File: config.mk
export PLATFORM = sky130hd
export DESIGN_NAME = tcs_core
export DESIGN_NICKNAME = d
export VERILOG_FILES = /design/src/logic/tcs_pkg.sv /design/src/logic/tcs_core.sv /design/src/logic/tcs_pin_sync.sv
export VERILOG_INCLUDE_DIRS = /design/src /design/src/logic
export SDC_FILE = /design/constraint.sdc
export NUM_CORES = 1
export LEC_CHECK = 0
export BUFFER_PORTS_ARGS = -buffer_cell sky130_fd_sc_hd__buf_2
export CORE_MARGIN = 3
export CORE_UTILIZATION = 50
export CTS_CLUSTER_SIZE = 24
export DETAILED_ROUTE_END_ITERATION = 8
export PLACE_DENSITY = 0.73
export SLEW_MARGIN = 0
export SYNTH_ARGS = -nofsm -noshare
export SYNTH_HDL_FRONTEND = slang
export SYNTH_SLANG_ARGS = --single-unit
File: constraint.sdc
create_clock -name clk_sys -period 2.7 [get_ports clk_sys]
set_clock_uncertainty 0.15 [all_clocks]
set_input_delay 0.54 -clock clk_sys [delete_from_list [all_inputs] [get_ports clk_sys]]
set_output_delay 0.54 -clock clk_sys [all_outputs]
set_load 0.02 [all_outputs]
File: src/logic/tcs_regs.svh
// Register offsets, field positions, reset values and timing counts
// for the trip circuit supervision block.
// Assumes the includer works on a 250 MHz system clock.
`ifndef TCS_REGS_SVH
`define TCS_REGS_SVH

// ====================================================================
// Register byte addresses
`define TCS_CTRL_ADDR     12'h000
`define TCS_DELAY_ADDR    12'h004
`define TCS_STATUS_ADDR   12'h008
`define TCS_IRQ_STAT_ADDR 12'h00c
`define TCS_IRQ_MASK_ADDR 12'h010

// ====================================================================
// Control fields
`define TCS_CTRL_EN_BIT     0
`define TCS_CTRL_CLOSED_BIT 1
`define TCS_CTRL_IN0_BIT    2
`define TCS_CTRL_IN1_BIT    3
`define TCS_CTRL_RESET      32'h0000_0004

// ====================================================================
// Delay in milliseconds: 100 ms to 10000 ms, default 500 ms
`define TCS_DELAY_MIN_MS  32'd100
`define TCS_DELAY_MAX_MS  32'd10000
`define TCS_DELAY_DEF_MS  32'd500
`define TCS_CLK_MHZ       32'd250
`define TCS_CYC_PER_MS    (`TCS_CLK_MHZ * 32'd1000)

// ====================================================================
// Status and interrupt fields
`define TCS_ST_FAIL_BIT  0
`define TCS_ST_SUSP_BIT  1
`define TCS_ST_VOLT_BIT  2
`define TCS_IRQ_FAIL_BIT 0
`define TCS_IRQ_OK_BIT   1

`endif

File: src/logic/tcs_pkg.sv
// Types shared by the trip circuit supervision design.
// Assumes tcs_regs.svh supplies all numbers.
package tcs_pkg;

   // ================================================================
   // APB request and answer
   typedef struct packed {
      logic        psel;
      logic        penable;
      logic        pwrite;
      logic [11:0] paddr;
      logic [31:0] pwdata;
   } apb_req_s;

   typedef struct packed {
      logic [31:0] prdata;
      logic        pready;
      logic        pslverr;
   } apb_rsp_s;

   // Supervision states
   typedef enum logic [2:0] {
      ST_OFF   = 3'b001,
      ST_WATCH = 3'b010,
      ST_FAIL  = 3'b100
   } sup_state_e;

   // Three-stage pin sampler state
   typedef struct packed {
      logic [2:0] sync;
      logic       level;
   } pin_sync_s;

endpackage

File: src/logic/tcs_core.sv
// Trip circuit supervision block with APB register slave.
// Assumes opto inputs and breaker status arrive asynchronously, and
// trip output drives come from logic on clk_sys.
//
// Contract
// - Fail when watch input stays dead longer than the supervision delay.
// - Suspend timing and failure while either trip output is energized.
// - Delay settable 0.100 s to 10.00 s, default 0.500 s.
// - Supervision is off after reset until enabled.
// - Two binary inputs may both feed the one watch input.
// - General mode always; closed-breaker-only mode only when breaker closed.
// - Failure drives failure output, breaker alarm and both indicators.
//
// Implementation choices: the register offsets and register access over APB.
`timescale 1ns/100ps
`include "tcs_regs.svh"
module tcs_core
   import tcs_pkg::*;
#(
   parameter int unsigned DELAY_MS_W = 14,
   // Clock cycles in one millisecond of supervision time
   parameter int unsigned CYC_PER_MS = `TCS_CYC_PER_MS
)(
   // Clock and reset
   input  wire logic   clk_sys,
   input  wire logic   reset_n,
   // APB slave
   input  apb_req_s    apb_req,
   output apb_rsp_s    apb_rsp,
   // Trip circuit pins
   input  wire logic   watch_pin_a,
   input  wire logic   watch_pin_b,
   input  wire logic   breaker_closed_pin,
   // Trip drives from the relay's own logic
   input  wire logic   protection_trip,
   input  wire logic   breaker_trip_command,
   // Alarm outputs and indicators
   output logic        trip_circuit_failure_output,
   output logic        breaker_alarm_output,
   output logic        supervision_led,
   output logic        breaker_alarm_led,
   output logic        irq
);

   typedef struct packed {
      sup_state_e              state;
      logic [31:0]             ctrl;
      logic [DELAY_MS_W-1:0]   delay_ms;
      logic [17:0]             sub_cnt;
      logic [DELAY_MS_W-1:0]   ms_cnt;
      logic [1:0]              irq_stat;
      logic [1:0]              irq_mask;
      apb_rsp_s                rsp;
      logic [4:0]              outs;
   } core_s;

   core_s st_q;
   core_s st_d;

   logic pin_a;
   logic pin_b;
   logic brk_closed;

   // Clamp a written delay into the legal range
   function automatic logic [DELAY_MS_W-1:0] clamp_ms(
      input logic [31:0] v);
      logic [31:0] r;
      r = v;
      if (v < `TCS_DELAY_MIN_MS) r = `TCS_DELAY_MIN_MS;
      if (v > `TCS_DELAY_MAX_MS) r = `TCS_DELAY_MAX_MS;
      return r[DELAY_MS_W-1:0];
   endfunction

   // ================================================================
   // Pin synchronisers
   tcs_pin_sync u_sync_a (
      .clk_sys   (clk_sys),
      .reset_n   (reset_n),
      .pin_raw   (watch_pin_a),
      .pin_level (pin_a)
   );
   tcs_pin_sync u_sync_b (
      .clk_sys   (clk_sys),
      .reset_n   (reset_n),
      .pin_raw   (watch_pin_b),
      .pin_level (pin_b)
   );
   tcs_pin_sync u_sync_c (
      .clk_sys   (clk_sys),
      .reset_n   (reset_n),
      .pin_raw   (breaker_closed_pin),
      .pin_level (brk_closed)
   );

   // ================================================================
   // Supervision and register logic
   logic        voltage;
   logic        suspend;
   logic        active;
   logic        ms_tick;
   logic        fail_now;
   logic        ok_now;
   logic        acc;
   logic        wr;
   logic        rd;
   logic [31:0] rdata;
   logic [17:0] cyc_per_ms;

   always_comb begin
      st_d       = st_q;
      cyc_per_ms = 18'(CYC_PER_MS - 1);
      // Either assigned input counts as the watch input voltage
      voltage = (st_q.ctrl[`TCS_CTRL_IN0_BIT] & pin_a)
              | (st_q.ctrl[`TCS_CTRL_IN1_BIT] & pin_b);
      suspend = protection_trip | breaker_trip_command;
      active  = st_q.ctrl[`TCS_CTRL_EN_BIT]
              & (~st_q.ctrl[`TCS_CTRL_CLOSED_BIT] | brk_closed);
      ms_tick  = (st_q.sub_cnt == cyc_per_ms);
      fail_now = 1'b0;
      ok_now   = 1'b0;
      acc = apb_req.psel & apb_req.penable;
      wr  = acc & apb_req.pwrite;
      rd  = acc & ~apb_req.pwrite;

      unique case (st_q.state)
         ST_OFF: begin
            st_d.sub_cnt = '0;
            st_d.ms_cnt  = '0;
            if (active) begin
               st_d.state = ST_WATCH;
            end
         end
         ST_WATCH: begin
            if (!active) begin
               st_d.state = ST_OFF;
            end else if (suspend || voltage) begin
               // Timer restarts so a trip pulse never counts as dead time
               st_d.sub_cnt = '0;
               st_d.ms_cnt  = '0;
            end else if (ms_tick) begin
               st_d.sub_cnt = '0;
               if (st_q.ms_cnt >= st_q.delay_ms) begin
                  st_d.state = ST_FAIL;
                  fail_now   = 1'b1;
               end else begin
                  st_d.ms_cnt = st_q.ms_cnt + 1'b1;
               end
            end else begin
               st_d.sub_cnt = st_q.sub_cnt + 1'b1;
            end
         end
         ST_FAIL: begin
            st_d.sub_cnt = '0;
            st_d.ms_cnt  = '0;
            if (!active) begin
               st_d.state = ST_OFF;
            end else if (voltage) begin
               st_d.state = ST_WATCH;
               ok_now     = 1'b1;
            end
         end
         default: begin
            st_d.state = ST_OFF;
         end
      endcase

      // Register reads; interrupt status read clears sticky bits
      unique case (apb_req.paddr)
         `TCS_CTRL_ADDR:     rdata = st_q.ctrl;
         `TCS_DELAY_ADDR:    rdata = 32'(st_q.delay_ms);
         `TCS_STATUS_ADDR:   rdata = {29'h0, voltage, suspend,
                                      st_q.state == ST_FAIL};
         `TCS_IRQ_STAT_ADDR: rdata = {30'h0, st_q.irq_stat};
         `TCS_IRQ_MASK_ADDR: rdata = {30'h0, st_q.irq_mask};
         default:            rdata = 32'h0;
      endcase

      // Clear only the bits the read returned, so an event that lands
      // between setup and access is not lost
      if (rd && apb_req.paddr == `TCS_IRQ_STAT_ADDR) begin
         st_d.irq_stat = st_q.irq_stat & ~st_q.rsp.prdata[1:0];
      end
      // Set wins over the clearing read
      if (fail_now) st_d.irq_stat[`TCS_IRQ_FAIL_BIT] = 1'b1;
      if (ok_now)   st_d.irq_stat[`TCS_IRQ_OK_BIT]   = 1'b1;

      if (wr) begin
         unique case (apb_req.paddr)
            `TCS_CTRL_ADDR:     st_d.ctrl = {28'h0, apb_req.pwdata[3:0]};
            `TCS_DELAY_ADDR:    st_d.delay_ms = clamp_ms(apb_req.pwdata);
            `TCS_IRQ_MASK_ADDR: st_d.irq_mask = apb_req.pwdata[1:0];
            default:            ;
         endcase
      end

      // Access answered in one cycle after setup
      st_d.rsp.pready  = apb_req.psel & ~st_q.rsp.pready;
      st_d.rsp.prdata  = rdata;
      st_d.rsp.pslverr = 1'b0;
      if (!(apb_req.psel && !st_q.rsp.pready)) begin
         st_d.rsp.prdata = 32'h0;
      end

      // Failure drives both alarms and both indicators
      st_d.outs[0] = (st_d.state == ST_FAIL);
      st_d.outs[1] = (st_d.state == ST_FAIL);
      st_d.outs[2] = (st_d.state == ST_FAIL);
      st_d.outs[3] = (st_d.state == ST_FAIL);
      st_d.outs[4] = |(st_d.irq_stat & st_d.irq_mask);
   end

   // ================================================================
   // State register; supervision starts switched off
   always_ff @(posedge clk_sys or negedge reset_n) begin
      if (!reset_n) begin
         st_q          <= '0;
         st_q.state    <= ST_OFF;
         st_q.ctrl     <= `TCS_CTRL_RESET;
         st_q.delay_ms <= DELAY_MS_W'(`TCS_DELAY_DEF_MS);
      end else begin
         st_q <= st_d;
      end
   end

   assign apb_rsp                     = st_q.rsp;
   assign trip_circuit_failure_output = st_q.outs[0];
   assign breaker_alarm_output        = st_q.outs[1];
   assign supervision_led             = st_q.outs[2];
   assign breaker_alarm_led           = st_q.outs[3];
   assign irq                         = st_q.outs[4];

endmodule

File: src/logic/tcs_pin_sync.sv
// Three flip-flop synchroniser with agreement filter for opto inputs.
// Assumes pin_raw is asynchronous to clk_sys.
`timescale 1ns/100ps
module tcs_pin_sync
   import tcs_pkg::*;
(
   // Clock and reset
   input  wire logic clk_sys,
   input  wire logic reset_n,
   // Pin and filtered level
   input  wire logic pin_raw,
   output logic      pin_level
);

   pin_sync_s st_q;
   pin_sync_s st_d;

   // ================================================================
   // Level changes only once stages two and three agree
   always_comb begin
      st_d      = st_q;
      st_d.sync = {st_q.sync[1:0], pin_raw};
      if (st_q.sync[1] == st_q.sync[2]) begin
         st_d.level = st_q.sync[2];
      end
   end

   always_ff @(posedge clk_sys or negedge reset_n) begin
      if (!reset_n) begin
         st_q <= '0;
      end else begin
         st_q <= st_d;
      end
   end

   assign pin_level = st_q.level;

endmodule

==> results of run 1 <==
## sequential cells by signal, indices dropped and copies added, names as in the netlist, 2 cells and up
signal         cells
st_q              57
apb_rsp           15
u_sync_a.st_d      2
u_sync_b.st_d      2
u_sync_c.st_d      2
## what timing repair did
item / CTS / global route
hold endpoints to repair: 21 / 0
setup endpoints to repair: 3 / 1
setup buffers: 2 / 0
resized for setup: 0 / 1
pin swaps: 1 / 0
hold buffers: 1 / 0
## synth_stat cells, drive strengths merged (2+ instances only)
| master | count |
|---|---|
| nor2b | 7 |
| mux2 | 6 |
| dfstp | 8 |
| xor2 | 4 |
| a21oi | 9 |
| o31ai | 5 |
| dfrtp | 78 |
| o21ai | 28 |
| xnor2 | 5 |
| nand2 | 30 |
| nand2b | 6 |
| buf | 40 |
| nor4 | 11 |
| inv | 24 |
| and3 | 13 |
| nor3b | 5 |
| nor4b | 7 |
| nand4 | 11 |
| o311ai | 2 |
| nor3 | 20 |
| clkbuf | 9 |
| a221o | 9 |
| or4 | 2 |
| mux2i | 5 |
| mux4 | 2 |
| nand4b | 2 |
| a22o | 3 |
| nor2 | 41 |
| ha | 16 |
| or2 | 3 |
| maj3 | 3 |
| a2111oi | 3 |
| a22oi | 6 |
| and2 | 4 |
| nand3 | 22 |
| a32o | 2 |
| a21o | 5 |
## worst max path at each step
stage	cells past startpoint	startpoint	to	slack (ns)
after CTS	8	st_q[57]	st_q[49]	0.1
after global routing	8	st_q[57]	st_q[49]	0.006
after global placement	7	st_q[57]	st_q[54]	0.03
after detailed placement	7	st_q[57]	st_q[54]	-0.02
final	8	st_q[57]	st_q[49]	0.11
after floorplan	8	st_q[80]	breaker_alarm_led	0.16
## placed cells by master, fill, tap and decap left out, drive strengths merged, types with 11 or more instances in the layout
master	n
conb	19
and3	13
nand2	30
buf	93
nor4	11
nand4	11
nor2	41
dfrtp	78
nand3	22
nor3	20
inv	26
o21ai	28
ha	16
## layout make-up
class                           instances  area share (%)
Clock inverter                          6            1.02
Clock buffer                           10            2.60
Tap cell                              108            2.55
Sequential cell                        86            40.8
Timing Repair Buffer                   94            10.2
Inverter                               24            1.70
Multi-Input combinational cell        331            41.1
## routing by layer
layer | up-vias | GRT usage [%]
met2 | 81 | 31.0
li1 | 1796 | -
met5 | - | 0
met3 | 14 | 3.65
met4 | 0 | 5.28
met1 | 1826 | 27.4
## power by group
group | switching (µW) | total (µW) | internal [µW]
Clock | 493 | 867 | 374
Sequential | 6.29 | 1310 | 1300
Combinational | 89.5 | 138 | 48.2
## worst register-to-register path, delay by kind of cell, from the launching register on
kind / cells / cell delay (ns)
buffers and inverters: 1 / 0.19
AO/OA/AOI/OAI: 2 / 0.68
flip-flops: 1 / 0.40
adder cells (fa/ha/maj): 1 / 0.23
AND/OR/NAND/NOR: 4 / 0.83
## metrics by stage
step	setup WS, ns	std cells
global route	0.00613	659
finish	0.110	659
floorplan	0.164	490
CTS	0.0975	659
global placement	0.0350	640
detailed placement	-0.0229	640
## cells by family (layout without fill, tap and decap cells)
| kind of cell | count (synthesis) | in the layout | synth area share, % |
|---|---|---|---|
| multiplexers | 13 | 13 | 3.46 |
| XOR/XNOR | 9 | 9 | 1.68 |
| other | 1 | 19 | 0.0799 |
| buffers and inverters | 73 | 134 | 9.01 |
| AO/OA/AOI/OAI | 84 | 84 | 13.0 |
| AND/OR/NAND/NOR | 187 | 187 | 21.8 |
| flip-flops | 86 | 86 | 46.1 |
| adder cells (fa/ha/maj) | 19 | 19 | 4.90 |
==> run metrics, run 1 <==
M1 WL roughly 4500 µm; largest net degree at the start of global routing 61; maxcap violations 0; worst hold path cell count 1; total wire length 10,000 µm; CP bufs+invs 1; RePlAce Congestion 0.864; Sink Count 86; R2R setup slack 0.11 ns; Vias per Instance between 5 and 6; CTS max path bufs 2; Post-DRT Antenna Nets 0; Avg Inst Size Synth 9.95 µm²; Layout area overhead 12.9%; Worst Max-Slew Pin Slew 0.533 ns; row count 34; Max Fclk roughly 390 MHz; Detailed Route Iter0 Violations 144; cells on worst reg2reg path 8; P_leak around 0.0026 µW; crit end category register; Yosys reg bits 86; power consumption 2310 µW; crit-path cells ha_1 > nand3_2 > or4b_4 > a211o_4 > nor3_4 > nor2_2 > buf_4 > a221o_1; status completed; Setup Total Neg Slack 0 ns; CP max-delay cell or4b_4; Crit Path Category reg -> reg; top-area cell type share of the netlist area 41.6%; routed length per placed instance 15.2 µm; clock slew at reported path FFs 0.09 ns; storage element area ~2200 µm²; total number of vias around 3,700; Tcrit/Tclk final 95.9%; met2 WL about 5000 µm; top sig layer met4; CP Data Required Time 2.79 ns; Most used DFF post-synth dfrtp_1; CTS Buf Count 9; initial antenna violation count 0; die area 10,600 µm²; fin util 59.3%; Final Max Tran Viols 0; crit path DAT 2.68 ns; sequential area share after synthesis 46.1%; die height 103 µm; element type at the critical path start register; # IOs 93; cell taking the most area after synthesis dfrtp_1; worst skew pair latency 0.36 ns; Fin Hold WS 0.145 ns; Residual DRC 0; Synth Instances 472; core area ~9000 µm²; RSZ-0062 raised after global routing no; Max stage delay on crit path 0.54 ns; Power Density 436 nW/µm²; kind of cell adding the most delay to the critical path simple AND/OR/NAND/NOR gates; Area after DPL 5080 µm²; post-route minimum period 2.59 ns; metal3 WL 419 µm; Port Buffer Count 73; Yosys cell types 64; post-route cell area 5300 µm²; Starting Density about 53%; Rel. slew slack 64.4%; dpl hpwl 7430 µm; setup violators final 0; Global Route Usage Sum between 10% and 20%; Synth Cell Area 4690 µm²; Hold Crit Start watch_pin_b; final hold violations 0; Multi-input gate area 2180 µm²; root buffer cell clkbuf_8; Synth area leaders dfrtp_1 42%, buf_4 5.9%, dfstp_2 4.5%; number of global-route vias before repair roughly 3,600; CTS tree done; Hold Path Class in -> reg; CP max FO 13; fillers 775; Peak VDD IR 0.000427 V; first-pass GRT wire length 16,500 µm; die span in x 103 µm; drt pass-1 iters 5; Final nets 616; Hold EP u_sync_b.st_d[2]; Post-synth EDFFs 0; RR Endpoint st_q[49]; Diodes inserted 0; share of layout cells above drive strength 1 25.2%; ys async rst share 100%; yosys warns 0; H-Tree Level Count 3; GRT overflow 0; worst r2r src st_q[57]
Note: power is estimated with default switching activity, not from simulation.
==> inputs of run 2 (changes only) <==
- CELL_PAD_IN_SITES_DETAIL_PLACEMENT: unset -> 1
- CELL_PAD_IN_SITES_GLOBAL_PLACEMENT: unset -> 1
- CORE_UTILIZATION: 50 -> 38
- PLACE_DENSITY: 0.73 -> unset
- PLACE_DENSITY_LB_ADDON: unset -> 0.1
==> run 2 against run 1 <==
Via count rose by 1.5%. Critical path type unchanged. Critical path depth rose by 2. Register-to-register slack barely moved.
==> run metrics, run 2 (synthesis results as in run 1) <==
status completed; CTS max path bufs 2 (unchanged); setup violators final 0 (unchanged); die height 117 µm (+14%); dpl hpwl 9260 µm (+25%); # IOs 93 (unchanged); Multi-input gate area 2220 µm² (+1.8%); power consumption 2640 µW (+14%); Tcrit/Tclk final 96.4% (+0.47 points); most flop-heavy register st_q; post-route cell area 5540 µm² (+4.5%); CTS Buf Count 9 (unchanged); Detailed Route Iter0 Violations 161 (+12%); Peak VDD IR 0.000375 V (-12%); storage element area 2160 µm² (unchanged); kind of cell adding the most delay to the critical path compound AO/OA/AOI/OAI gates; share of layout cells above drive strength 1 27.0% (+1.8 points); row count 39 (+15%); CP max-delay cell dfstp_2; Worst Max-Slew Pin Slew 0.540 ns (+0.00752 ns); setup slack at placement -0.0325 ns (-0.00963 ns); Layout area overhead 18.0%; Port Buffer Count 73 (unchanged); Power Density 477 nW/µm² (+9.4%); Largest register FFs 57 (unchanged); GRT overflow 0 (unchanged); Global Route Usage Sum 18.7% (-0.82 points); number of global-route vias before repair 3,970 (+12%); post-route minimum period 2.60 ns (+0.0127 ns); root buffer cell clkbuf_16; final hold violations 0 (unchanged); Crit Path Category reg -> reg; clock slew at reported path FFs 0.07 ns (-0.02 ns); Vias per Instance 5.25 (-7.0%); crit end category register; Sink Count 86 (unchanged); crit path DAT 2.69 ns (about the same); die area 13,700 µm² (+30%); CP Data Required Time 2.79 ns (about the same); total number of vias 3,773 (+1.5%); H-Tree Level Count 3 (unchanged); initial antenna violation count 0 (unchanged); CP max FO 13 (unchanged); Post-DRT Antenna Nets 0 (unchanged); worst setup margin 0.0975 ns (-0.0127 ns); CP bufs+invs 3 (+2); CTS Hold Buffers Added 0 (-1); P_leak 0.00265 µW (+2.1%); Max Fclk 384 MHz (-0.49%); Hold Path Class in -> async; RePlAce Congestion 0.825 (-4.5%); worst skew pair latency 0.35 ns (about the same); crit-path cells inv_1 > ha_1 > nand4_1 > o21bai_4 > a311oi_2 > buf_4 > nor4_4 > buf_12 > a22o_1 > a21o_1; Area after DPL 5210 µm² (+2.5%); fillers 1,335 (+72%); Fin Hold WS 0.0181 ns (-0.126 ns); cell count after placement 702 (+9.7%); drt pass-1 iters 4 (-1); commonest non-fill, non-tap cell in the layout dfrtp_1; R2R setup slack 0.1 ns (about the same); largest net degree at the start of global routing 39 (-36%); CTS tree done; Diodes inserted 0 (unchanged); total wire length 12,400 µm (+24%); die span in x 117 µm (+14%); Starting Density 39.9% (-13 points); routed length per placed instance 17.2 µm (+13%); core area 11,800 µm² (+32%); Max stage delay on crit path 0.52 ns (-0.02 ns); Residual DRC 0 (unchanged); element type at the critical path start register; first-pass GRT wire length 19,700 µm (+20%); Final nets 620 (+0.65%); Rel. slew slack 64.0% (-0.43 points); Final Max Tran Viols 0 (unchanged); fin cells 719 (+9.1%); maxcap violations 0 (unchanged); most frequent cells in the layout 78 x dfrtp_1, 72 x buf_2, 39 x nor2_1, 30 x nand2_1, 26 x o21ai_0
## run 2: final cells by class
cell class,count,share of cell area (%)
inverter,24,1.63
timing repair buffer,98,10.5
clock buffer,9,4.07
sequential,86,39.0
clock inverter,7,0.994
tap,164,3.71
multi-input combinational,331,40.1
## run 2: what timing repair did
| item | CTS | global route |
|---|---|---|
| setup endpoints to repair | 0 | 16 |
| buffers inserted | 0 | 1 |
| resized for setup | 0 | 8 |
## run 2: path summary, 6_finish.rpt
check	depth (start not counted)	startpoint	endpoint
min in group clk_sys	1	breaker_closed_pin	u_sync_c.st_d[2]
worst min register to register	0	u_sync_c.st_d[2]	u_sync_c.st_d[3]
worst min-delay path	1	reset_n	st_q[54]
max in group asynchronous	2	reset_n	st_q[83]
worst max register to register	10	st_q[79]	st_q[50]
worst max-delay path	10	st_q[79]	st_q[50]
## run 2: metal layers
| layer | up-vias | track usage [%] | share of wire [%] |
|---|---|---|---|
| li1 | 1812 | - | - |
| met1 | 1897 | 23.9 | 45 |
| met2 | 51 | 31.3 | 51 |
| met3 | 13 | 2.88 | 2.5 |
| met4 | 0 | 8.03 | 1.8 |
| met5 | - | 0 | 0 |
## run 2: report_power, final
part | internal [µW] | switching [µW] | total [µW]
sequential | 1300 | 6.71 | 1310
clock | 633 | 559 | 1190
combinational | 48.2 | 93.4 | 142
total | 1980 | 659 | 2640
## run 2: worst register-to-register path, stage by stage (launching register included)
cell and delay [ns]:
dfstp_2 0.52, inv_1 0.07, ha_1 0.30, nand4_1 0.14, o21bai_4 0.20, a311oi_2 0.35, buf_4 0.21, nor4_4 0.05
buf_12 0.15, a22o_1 0.20, a21o_1 0.15
## run 2: through the flow
step	util [%]	setup TNS (ns)
global placement	44.3	0
global route	47.1	-0.0470
CTS	46.7	0
finish	47.1	0
floorplan	-	0
detailed placement	44.3	-0.0325
==> inputs of run 3 (changes only) <==
- MAX_ROUTING_LAYER: unset -> met4
==> run 3 against run 2 <==
Flip-flop and latch count is the same. Combinational power is essentially flat. Maximum frequency is essentially flat.
==> run metrics, run 3 (synthesis results as in run 1) <==
drt pass-1 iters 4 (unchanged); Comb power frac 5.4% (about the same); most frequent cells in the layout 78 x dfrtp_1, 72 x buf_2, 39 x nor2_1, 30 x nand2_1, 26 x o21ai_0; power consumption 2640 µW (about the same); Starting Density 39.9% (unchanged); post-route cell area 5540 µm² (unchanged); routed length per placed instance 17.2 µm (+0.10%); Rel. slew slack 63.9% (about the same); Tcrit/Tclk final 96.4% (about the same); total wire length 12,400 µm (+0.10%); CP bufs+invs 3 (unchanged); Diodes inserted 0 (unchanged); GRT overflow 0 (unchanged); Final nets 620 (unchanged); P_sw 660 µW (+0.15%); CTS max path bufs 2 (unchanged); P_leak 0.00265 µW (unchanged); Worst Max-Slew Pin Slew 0.541 ns (+0.000524 ns); Hold Path Class in -> async; setup slack at placement -0.0325 ns (unchanged); Global Route Usage Sum 19.2% (+0.58 points); setup violators final 0 (unchanged); largest net degree at the start of global routing 39 (unchanged); die span in x 117 µm (unchanged); Clk network pwr share 45.1% (about the same); Largest register FFs 57 (unchanged); number of global-route vias before repair 3,967 (-0.076%); crit end category register; Vias per Instance 5.25 (+0.11%); first-pass GRT wire length 19,700 µm (about the same); CP max-delay cell dfstp_2; Switching Share 25.0% (+0.029 points); Post-DRT Antenna Nets 0 (unchanged); CTS Hold Buffers Added 0 (unchanged); initial antenna violation count 0 (unchanged); crit-path cells inv_1 > ha_1 > nand4_1 > o21bai_4 > a311oi_2 > buf_4 > nor4_4 > buf_12 > a22o_1 > a21o_1; RePlAce Congestion 0.838 (+1.5%); core area 11,800 µm² (unchanged); final hold violations 0 (unchanged); Sink Count 86 (unchanged); clock slew at reported path FFs 0.07 ns (about the same); Residual DRC 0 (unchanged); die area 13,700 µm² (unchanged); element type at the critical path start register; Max Fclk 384 MHz (about the same); most flop-heavy register st_q; maxcap violations 0 (unchanged); Internal 1980 µW (about the same); Peak VDD IR 0.000375 V (about the same); share of layout cells above drive strength 1 27.0% (unchanged); CTS tree done; kind of cell adding the most delay to the critical path compound AO/OA/AOI/OAI gates; row count 39 (unchanged); Layout area overhead 18.0% (unchanged); total number of vias 3,777 (+0.11%); H-Tree Level Count 3 (unchanged); post-route minimum period 2.60 ns (+0.000584 ns); crit path DAT 2.69 ns (about the same); worst skew pair latency 0.35 ns (about the same); Max stage delay on crit path 0.52 ns (about the same); dpl hpwl 9260 µm (unchanged); Crit Path Category reg -> reg; root buffer cell clkbuf_16; die height 117 µm (unchanged); status completed; commonest non-fill, non-tap cell in the layout dfrtp_1; Area after DPL 5210 µm² (unchanged); CP max FO 13 (unchanged); CP Data Required Time 2.79 ns (about the same); CTS Buf Count 9 (unchanged); Fin Hold WS 0.0176 ns (-0.000532 ns); Power Density 477 nW/µm² (about the same); Port Buffer Count 73 (unchanged); Detailed Route Iter0 Violations 175 (+8.7%); Reg power frac 49.5% (about the same); Final Max Tran Viols 0 (unchanged); # IOs 93 (unchanged); worst setup margin 0.0969 ns (-0.000584 ns)
-- run 3: power by group through the flow --
stage          Sequential (µW)  Clock [µW]  Combinational [µW]
6_report                  1310        1190                 142
5_1_grt                   1310        1290                 157
4_1_cts                   1310        1230                 143
3_5_place_dp              1330           0                 142
3_3_place_gp              1330           0                 140
2_1_floorplan             1330           0                77.4
-- run 3: final timing paths --
check,startpoint,endpoint,slack (ns),depth (start not counted)
worst max-delay path,st_q[79],st_q[50],0.1,10
worst min-delay path,reset_n,st_q[54],0.02,1
worst max register to register,st_q[79],st_q[50],0.1,10
worst min register to register,u_sync_c.st_d[2],u_sync_c.st_d[3],0.21,0
max in group asynchronous,reset_n,st_q[83],1.70,2
min in group clk_sys,breaker_closed_pin,u_sync_c.st_d[2],0.14,1
-- run 3: metal layers --
layer / wire length [µm] / vias to the layer above / track usage (%)
met3: 326 / 14 / 3.03
met1: 5530 / 1896 / 23.9
met2: 6320 / 55 / 31.3
met5: 0 / - / -
met4: 221 / 0 / 8.03
li1: - / 1812 / -
-- run 3: final cells by class --
| cell class | count | area [µm²] |
|---|---|---|
| timing repair buffer | 98 | 581 |
| inverter | 24 | 90.1 |
| clock buffer | 9 | 225 |
| sequential | 86 | 2160 |
| clock inverter | 7 | 55.1 |
| tap | 164 | 205 |
| fill | 1335 | 6220 |
| multi-input combinational | 331 | 2220 |
-- run 3: what timing repair did --
item,in CTS,in global routing
resized for setup,0,8
setup endpoints to repair,0,16
buffers inserted,0,1
-- run 3: stage by stage --
| step | std cells | setup TNS (ns) | util [%] |
|---|---|---|---|
| after floorplan | 490 | 0 | - |
| after global placement | 702 | 0 | 44.3 |
| after detailed placement | 702 | -0.0325 | 44.3 |
| after CTS | 718 | 0 | 46.7 |
| after global routing | 719 | -0.0470 | 47.1 |
| final | 719 | 0 | 47.1 |
